`config.mk`:
```
export PLATFORM = sky130hd
export DESIGN_NAME = vpit_top
export DESIGN_NICKNAME = d
export VERILOG_FILES = /design/src/pkg/vpit_pkg.sv /design/src/pkg/vpit_arb_if.sv /design/src/verilog/vpit_arbiter.sv /design/src/verilog/vpit_top.sv
export SDC_FILE = /design/constraint.sdc
export NUM_CORES = 1
export LEC_CHECK = 0
export BUFFER_PORTS_ARGS = -buffer_cell sky130_fd_sc_hd__buf_2
export CAP_MARGIN = 5
export CELL_PAD_IN_SITES_DETAIL_PLACEMENT = 1
export CELL_PAD_IN_SITES_GLOBAL_PLACEMENT = 2
export CORE_MARGIN = 4
export CORE_UTILIZATION = 30
export CTS_BUF_LIST = sky130_fd_sc_hd__clkbuf_4 sky130_fd_sc_hd__clkbuf_8
export DETAILED_ROUTE_END_ITERATION = 10
export PLACE_DENSITY_LB_ADDON = 0.12
export SKIP_CTS_REPAIR_TIMING = 1
export SLEW_MARGIN = 30
export SYNTH_ARGS = -nofsm -noshare
export SYNTH_HDL_FRONTEND = slang
export SYNTH_HIERARCHICAL = 1
export SYNTH_SLANG_ARGS = --single-unit
```
`constraint.sdc`:
```
create_clock -name mclk_in -period 7.7 [get_ports mclk_in]
set_input_delay 0.385 -clock mclk_in [delete_from_list [all_inputs] [get_ports mclk_in]]
set_output_delay 0.385 -clock mclk_in [all_outputs]
set_load 0.02 [all_outputs]
```
`src/pkg/vpit_pkg.sv`:
```
// constants and state type for the vectored priority interrupt table
package vpit_pkg;
    // table shape
    localparam int NUM_VEC = 59;
    localparam int VEC_W   = 6;
    localparam int LVL_W   = 2;
    localparam int ADDR_W  = 21;
    // each entry spans two words
    localparam int ENTRY_SHIFT = 1;

    // base after reset, so entries 0 and 1 overlay the reset addresses
    localparam logic [ADDR_W-1:0] BASE_RST = 21'h000000;

    // fixed entries
    localparam int VEC_CHIP_RESET  = 0;
    localparam int VEC_WDOG_RESET  = 1;
    localparam int VEC_CORE_EXC    = 2;
    localparam int VEC_DEBUG       = 6;
    localparam int VEC_SWI_LOW     = 11;
    localparam int VEC_LOW_VOLTAGE = 14;
    localparam int VEC_CLOCK_LOSS  = 15;

    // peripheral entries
    localparam int VEC_PERIPH      = 16;
    localparam int VEC_TIMER_B     = 16;
    localparam int VEC_ADC         = 20;
    localparam int VEC_CAN         = 23;
    localparam int VEC_SERIAL1     = 27;
    localparam int VEC_SERIAL0     = 31;
    localparam int VEC_SPI         = 35;
    localparam int VEC_I2C         = 37;
    localparam int VEC_TIMER_A     = 39;
    localparam int VEC_PWM         = 43;
    localparam int VEC_FLASH       = 54;
    localparam int VEC_COMPARATOR  = 57;
    localparam int NUM_PERIPH      = NUM_VEC - VEC_PERIPH;

    // levels
    localparam logic [LVL_W-1:0] LVL_0 = 2'h0;
    localparam logic [LVL_W-1:0] LVL_1 = 2'h1;
    localparam logic [LVL_W-1:0] LVL_2 = 2'h2;
    localparam logic [LVL_W-1:0] LVL_3 = 2'h3;

    typedef struct packed {
        logic [ADDR_W-1:0] base;
        logic              valid;
        logic [VEC_W-1:0]  vec;
        logic [LVL_W-1:0]  lvl;
        logic [ADDR_W-1:0] addr;
        logic [ADDR_W-1:0] rst_addr;
        logic [ADDR_W-1:0] wdog_addr;
    } vpit_state_t;
endpackage : vpit_pkg

```
`src/pkg/vpit_arb_if.sv`:
```
// carrier between the request collector and the level arbiter
interface vpit_arb_if;
    logic [vpit_pkg::NUM_VEC-1:0]                      pend;
    logic [vpit_pkg::NUM_VEC-1:0][vpit_pkg::LVL_W-1:0] lvl;
    logic                                              hit;
    logic [vpit_pkg::VEC_W-1:0]                        win_vec;
    logic [vpit_pkg::LVL_W-1:0]                        win_lvl;

    modport collector (
        output pend,
        output lvl,
        input  hit,
        input  win_vec,
        input  win_lvl
    );
    modport arbiter (
        input  pend,
        input  lvl,
        output hit,
        output win_vec,
        output win_lvl
    );
endinterface : vpit_arb_if

```
`src/verilog/vpit_arbiter.sv`:
```
// combinational winner selection: highest level, then lowest vector
module vpit_arbiter (
    vpit_arb_if.arbiter arb_if
);
    logic [3:0]                       lvl_hit;
    logic [3:0][vpit_pkg::VEC_W-1:0]  lvl_idx;

    // per level, the lowest pending vector at that level
    for (genvar g = 0; g < 4; g++) begin : g_level
        always_comb begin
            lvl_hit[g] = 1'b0;
            lvl_idx[g] = '0;
            for (int v = vpit_pkg::NUM_VEC - 1; v >= 0; v--) begin
                if (arb_if.pend[v] && (arb_if.lvl[v] == 2'(g))) begin
                    lvl_hit[g] = 1'b1;
                    lvl_idx[g] = 6'(v);
                end
            end
        end
    end

    // higher level served ahead of every lower one
    always_comb begin
        arb_if.hit     = 1'b0;
        arb_if.win_vec = '0;
        arb_if.win_lvl = vpit_pkg::LVL_0;
        for (int l = 0; l < 4; l++) begin
            if (lvl_hit[l]) begin
                arb_if.hit     = 1'b1;
                arb_if.win_vec = lvl_idx[l];
                arb_if.win_lvl = 2'(l);
            end
        end
    end
endmodule : vpit_arbiter

```
`src/verilog/vpit_top.sv`:
```
// vectored priority interrupt table: request collection, level mapping, vector dispatch
//
// Notes on behaviour
// - Every pending request at a higher level is served before any request at a lower level.
// - Within one level the pending request with the smallest vector number wins.
// - The table sits at a loadable base and every vector address is formed from that base.
// - Chip reset and watchdog reset entries are vectors 0 and 1, at base offsets zero and two.
// - Core exceptions use vectors 2 to 5 at level 3; software interrupts 0, 1, 2 use 11, 12, 13 at levels 2, 1, 0.
// - Debug unit requests use vectors 6 to 10, each with a level from 1 to 3.
// - Low voltage uses vector 14 and clock loss uses vector 15, each with a level from 1 to 3.
// - Every peripheral request, vectors 16 onward, takes only a level from 0 to 2.
// - Timer group B channels 3 to 0 use vectors 16 to 19; group A channels 3 to 0 use 39 to 42.
// - PWM fault 43, reload error 44, sub-module 3 reload/capture/compare 45-47, others 48-53.
// - Flash access error, command complete and buffer empty use vectors 54, 55 and 56.
// - Comparators C and B raise combined edge flags at vectors 57 and 58.
// - Each entry spans two words, so vector n lies at base plus twice n.
// - With the base at its reset value the first two entries fall on the reset addresses.
module vpit_top (
    // clock and reset
    input  wire logic                                      mclk_in,
    input  wire logic                                      rst_in,
    // table base load
    input  wire logic                                      base_load_in,
    input  wire logic [vpit_pkg::ADDR_W-1:0]               base_value_in,
    // core requests
    input  wire logic [3:0]                                core_exc_req_in,
    input  wire logic [4:0]                                debug_req_in,
    input  wire logic [4:0][vpit_pkg::LVL_W-1:0]           debug_level_in,
    input  wire logic [2:0]                                swi_low_req_in,
    // supervisor requests
    input  wire logic                                      low_voltage_req_in,
    input  wire logic [vpit_pkg::LVL_W-1:0]                low_voltage_level_in,
    input  wire logic                                      clock_loss_req_in,
    input  wire logic [vpit_pkg::LVL_W-1:0]                clock_loss_level_in,
    // peripheral requests
    input  wire logic [3:0]                                timer_b_req_in,
    input  wire logic [2:0]                                adc_req_in,
    input  wire logic [3:0]                                can_req_in,
    input  wire logic [3:0]                                serial1_req_in,
    input  wire logic [3:0]                                serial0_req_in,
    input  wire logic [1:0]                                spi_req_in,
    input  wire logic [1:0]                                i2c_req_in,
    input  wire logic [3:0]                                timer_a_req_in,
    input  wire logic [10:0]                               pwm_req_in,
    input  wire logic [2:0]                                flash_req_in,
    input  wire logic [1:0]                                comparator_req_in,
    input  wire logic [vpit_pkg::NUM_PERIPH-1:0][1:0]      periph_level_in,
    // dispatch to core
    output logic                                           irq_valid_out,
    output logic [vpit_pkg::VEC_W-1:0]                     irq_vector_out,
    output logic [vpit_pkg::LVL_W-1:0]                     irq_level_out,
    output logic [vpit_pkg::ADDR_W-1:0]                    irq_vector_addr_out,
    // reset entry addresses
    output logic [vpit_pkg::ADDR_W-1:0]                    chip_reset_addr_out,
    output logic [vpit_pkg::ADDR_W-1:0]                    watchdog_reset_addr_out
);
    vpit_arb_if          arb_if ();
    vpit_pkg::vpit_state_t state_q;
    vpit_pkg::vpit_state_t state_d;

    logic [vpit_pkg::NUM_VEC-1:0][vpit_pkg::LVL_W-1:0] cfg_level;
    logic [vpit_pkg::NUM_VEC-1:0]                      pend;

    // level a vector actually takes, given its class and programmed value
    function automatic logic [vpit_pkg::LVL_W-1:0] eff_level(
        input logic [vpit_pkg::VEC_W-1:0] vec,
        input logic [vpit_pkg::LVL_W-1:0] cfg
    );
        logic [vpit_pkg::LVL_W-1:0] res;
        res = cfg;
        if (vec < 6'(vpit_pkg::VEC_DEBUG)) begin
            res = vpit_pkg::LVL_3;
        end else if (vec == 6'(vpit_pkg::VEC_SWI_LOW)) begin
            res = vpit_pkg::LVL_2;
        end else if (vec == 6'(vpit_pkg::VEC_SWI_LOW + 1)) begin
            res = vpit_pkg::LVL_1;
        end else if (vec == 6'(vpit_pkg::VEC_SWI_LOW + 2)) begin
            res = vpit_pkg::LVL_0;
        end else if (vec < 6'(vpit_pkg::VEC_PERIPH)) begin
            // level 0 is not available here, lifted to 1
            if (cfg == vpit_pkg::LVL_0) begin
                res = vpit_pkg::LVL_1;
            end
        end else begin
            // level 3 is not available here, held at 2
            if (cfg == vpit_pkg::LVL_3) begin
                res = vpit_pkg::LVL_2;
            end
        end
        return res;
    endfunction : eff_level

    // vector address: two words per entry
    function automatic logic [vpit_pkg::ADDR_W-1:0] entry_addr(
        input logic [vpit_pkg::ADDR_W-1:0] base,
        input logic [vpit_pkg::VEC_W-1:0]  vec
    );
        logic [vpit_pkg::ADDR_W-1:0] off;
        off = vpit_pkg::ADDR_W'(vec) << vpit_pkg::ENTRY_SHIFT;
        return base + off;
    endfunction : entry_addr

    // gather requests into vector order
    always_comb begin
        pend      = '0;
        cfg_level = '0;
        pend[vpit_pkg::VEC_CORE_EXC +: 4] = core_exc_req_in;
        for (int i = 0; i < 5; i++) begin
            pend[vpit_pkg::VEC_DEBUG + i]      = debug_req_in[i];
            cfg_level[vpit_pkg::VEC_DEBUG + i] = debug_level_in[i];
        end
        pend[vpit_pkg::VEC_SWI_LOW +: 3] = swi_low_req_in;
        pend[vpit_pkg::VEC_LOW_VOLTAGE]      = low_voltage_req_in;
        cfg_level[vpit_pkg::VEC_LOW_VOLTAGE] = low_voltage_level_in;
        pend[vpit_pkg::VEC_CLOCK_LOSS]       = clock_loss_req_in;
        cfg_level[vpit_pkg::VEC_CLOCK_LOSS]  = clock_loss_level_in;
        // timer channels count down as vectors count up
        for (int c = 0; c < 4; c++) begin
            pend[vpit_pkg::VEC_TIMER_B + 3 - c] = timer_b_req_in[c];
            pend[vpit_pkg::VEC_TIMER_A + 3 - c] = timer_a_req_in[c];
        end
        pend[vpit_pkg::VEC_ADC +: 3]     = adc_req_in;
        pend[vpit_pkg::VEC_CAN +: 4]     = can_req_in;
        pend[vpit_pkg::VEC_SERIAL1 +: 4] = serial1_req_in;
        pend[vpit_pkg::VEC_SERIAL0 +: 4] = serial0_req_in;
        pend[vpit_pkg::VEC_SPI +: 2]     = spi_req_in;
        pend[vpit_pkg::VEC_I2C +: 2]     = i2c_req_in;
        pend[vpit_pkg::VEC_PWM +: 11]    = pwm_req_in;
        pend[vpit_pkg::VEC_FLASH +: 3]   = flash_req_in;
        pend[vpit_pkg::VEC_COMPARATOR +: 2] = comparator_req_in;
        for (int p = 0; p < vpit_pkg::NUM_PERIPH; p++) begin
            cfg_level[vpit_pkg::VEC_PERIPH + p] = periph_level_in[p];
        end
    end

    // hand requests with their resolved levels to the arbiter
    always_comb begin
        arb_if.pend = pend;
        for (int v = 0; v < vpit_pkg::NUM_VEC; v++) begin
            arb_if.lvl[v] = eff_level(6'(v), cfg_level[v]);
        end
    end

    vpit_arbiter u_arbiter (
        .arb_if (arb_if.arbiter)
    );

    // next state
    always_comb begin
        state_d = state_q;
        if (base_load_in) begin
            state_d.base = base_value_in;
        end
        // winner re-evaluated from this cycle's requests
        state_d.valid = arb_if.hit;
        state_d.vec   = arb_if.win_vec;
        state_d.lvl   = arb_if.win_lvl;
        state_d.addr  = entry_addr(state_q.base, arb_if.win_vec);
        state_d.rst_addr  = entry_addr(state_q.base, 6'(vpit_pkg::VEC_CHIP_RESET));
        state_d.wdog_addr = entry_addr(state_q.base, 6'(vpit_pkg::VEC_WDOG_RESET));
    end

    // state register
    always_ff @(posedge mclk_in) begin
        if (rst_in) begin
            state_q.base      <= vpit_pkg::BASE_RST;
            state_q.valid     <= 1'b0;
            state_q.vec       <= '0;
            state_q.lvl       <= vpit_pkg::LVL_0;
            state_q.addr      <= vpit_pkg::BASE_RST;
            state_q.rst_addr  <= vpit_pkg::BASE_RST;
            state_q.wdog_addr <= entry_addr(vpit_pkg::BASE_RST, 6'(vpit_pkg::VEC_WDOG_RESET));
        end else begin
            state_q <= state_d;
        end
    end

    // outputs straight from the state register
    assign irq_valid_out           = state_q.valid;
    assign irq_vector_out          = state_q.vec;
    assign irq_level_out           = state_q.lvl;
    assign irq_vector_addr_out     = state_q.addr;
    assign chip_reset_addr_out     = state_q.rst_addr;
    assign watchdog_reset_addr_out = state_q.wdog_addr;
endmodule : vpit_top
```
==> metrics <==
logic gate share of total power=0.388; Sw Pwr=0.5201 mW; GRT busiest layer=met2; worst min path class=in -> reg; vias in the first global route=10.07k; CTS Buf Count=9; Max Cap Viol=0; worst setup path category=in -> reg; Worst VDD drop=0.07016 mV; die area=32200 um2; Max Slew Vio Count=0; #FFs+latches synth=91; largest net degree at the start of global routing=86; Worst Slack Setup Final=2.939 ns; hold violation total from the final report=0; leading cell types in the layout, fill and taps excluded=252 x buf_2, 112 x nor2_1, 105 x nand2_1; Main synth FF type=dfxtp_1; RePlAce Congestion=0.8741; Ys Warns=6; Die Y-Extent=179.5 um; fin crit share=0.6184; grt met2 use=0.3614; initial core utilization=0.3056; leakage power=4.921 nW; switch share=0.3810; total power=1.365 mW; status=completed; Worst Max-Slew Pin Slew=0.9873 ns; Syn Std Cell Area=8818 um2; met1 Track Usage GR=0.2835; area of the multi-input gates=6960 um2; area leader, netlist=dfxtp_1; relative slew slack=0.3357; Mean Syn Cell Area=7.216 um2; Worst-Skew Late Latency=0.36 ns; CTS tree=done; synth unique cells=85; CTS H-Tree Depth=3; Die X-Extent=179.5 um; Post-Route WL=35.59 mm; critical path arrival=5.01 ns; Fill cells=3751; DR iter-0 viols=440; post-synth top area share=0.2066; Rows=62; GR Overflow Total=0; Setup Skew=0.008262 ns; Internal=0.8451 mW; Pre-antenna DRT Iters=4; Mapped Cells=1222; GR Util met3=0.03153; dpl hpwl=30.92 mm; fin crit period=4.761 ns; IO Pins=253; via count=9937; pwr/cell area=126.2 nW/um2; unrepaired setup endpoints after global routing=false; Area contributors post-synth=dfxtp_1 21%, nand3b_1 7.8%, nor2b_1 6.3%, nor3b_1 5.0%, nand3_1 5.0%; Reg clk slew, reported paths=0.09 ns; CTS sink count=91; register area=1822 um2; sequential area share after synthesis=0.2066; startpoint types=input pin; Place WS=2.478 ns; CTS Root Cell=clkbuf_8; first-pass GRT wire length=55.77 mm; Sequential Power Share=0.377; Final setup viols=0; I/O Buffers=252; most common cell after layout, fill and taps aside=buf_2; critical path required time=7.95 ns; initial antenna violation count=0; post-synthesis async set-or-reset flop share=0; EDFF count, synth=0; share of cells above drive strength 1=0.2157; antenna diode count=0; ANT nets after route=0; P&R area growth vs syn=22.67%; DRC viols=0; Critical Path End Type=flop; Avg WL per Cell=18.82 um; Final #Nets=1691; clock power share=0.235; Vias/cell=5.255; Clock Path Buffers=2; GRT Total Usage=0.2119; CP max FO=7; Setup TNS Final=0 ns; fmax=210.0 MHz; core area=28860 um2
==> power by group through the flow <==
stage	Sequential, mW	Clock (mW)	Combinational [mW]
2_1_floorplan	0.542	0	0.307
3_3_place_gp	0.525	0	0.517
3_5_place_dp	0.526	0	0.522
4_1_cts	0.515	0.334	0.524
5_1_grt	0.518	0.354	0.584
6_report	0.514	0.321	0.530
==> area by class of cell <==
cell class	count	share of cell area
well taps	384	0.04441
clock buffers	9	0.01145
flip-flops and latches	91	0.1684
multi-input cells	1125	0.6434
clock inverters	7	0.007055
repair buffers	254	0.1180
inverters	21	0.007287
==> worst paths after layout <==
check	slack (ns)	cells after the start	endpoint	startpoint
max	2.94	18	irq_vector_addr_out[19]	periph_level_in[81]
min	0.26	3	state_q[73]	base_value_in[1]
max reg2reg	5.30	8	irq_vector_addr_out[19]	state_q[73]
min reg2reg	0.47	1	irq_vector_addr_out[0]	state_q[72]
==> state kept, by name, indices dropped and copies added (netlist names) <==
| register | flops |
|---|---|
| irq_vector_addr_out | 21 |
| watchdog_reset_addr_out | 20 |
| irq_level_out | 2 |
| chip_reset_addr_out | 20 |
| irq_valid_out | 1 |
| state_q | 21 |
| irq_vector_out | 6 |
==> kinds of logic (layout without fill, tap and decap cells) <==
group | count (synthesis) | count (layout) | share of synthesized area
AO/OA/AOI/OAI | 208 | 208 | 0.1576
XOR/XNOR | 17 | 17 | 0.01689
adder cells (fa/ha/maj) | 8 | 8 | 0.01220
buffers and inverters | 91 | 291 | 0.04030
flip-flops | 91 | 91 | 0.2066
multiplexers | 36 | 36 | 0.04271
other | 2 | 87 | 0.0008516
AND/OR/NAND/NOR | 769 | 769 | 0.5228
==> synth_stat cells (7+ instances only) <==
master	count
xor2_1	9
a211oi_1	13
o21ai_0	44
and4_1	7
nor2_1	112
nor3_1	27
and2_1	10
mux2i_1	23
nand2_1	105
o21bai_1	9
nand4_1	45
and3b_1	23
clkbuf_1	57
ha_1	7
nor4_1	20
nor3b_1	59
or3b_2	10
o211ai_1	14
o31ai_1	12
a31oi_1	23
nand3b_1	92
and3_1	15
dfxtp_1	91
nand3_1	88
inv_1	21
mux2_2	10
xnor2_1	8
a21oi_1	35
nand3_2	10
nand2b_1	25
nor2b_1	89
==> stage by stage <==
step                      area, um2  hold slack, ns  instances    util
final                         10820          0.2586       1891  0.3749
after global routing          10820          0.2538       1891  0.3749
after CTS                     10820          0.2433       1891  0.3749
after detailed placement      10620          0.4604       1875  0.3679
after global placement        10620          0.4422       1875  0.3679
after floorplan                9138          0.4319       1307       -
==> worst max-delay path: stages <==
cell       delay [ns]
buf_2            0.13
nor2b_1          0.28
and3b_1          0.25
o311ai_0         0.31
a211oi_1         0.20
o311ai_0         0.51
a31oi_1          0.25
a2111oi_0        0.55
o21ai_0          0.15
o2bb2ai_1        0.22
ha_1             0.25
inv_1            0.07
fa_1             0.38
nor2b_1          0.22
o31ai_2          0.13
a21oi_2          0.31
nand4_1          0.14
mux2_2           0.28
==> per-layer routing <==
metal	vias to the layer above	wire length, um
li1	4975	-
met1	4664	16760
met2	249	16560
met3	49	1446
met4	0	820
met5	-	0
No activity file was read; power rests on OpenSTA's default activity.
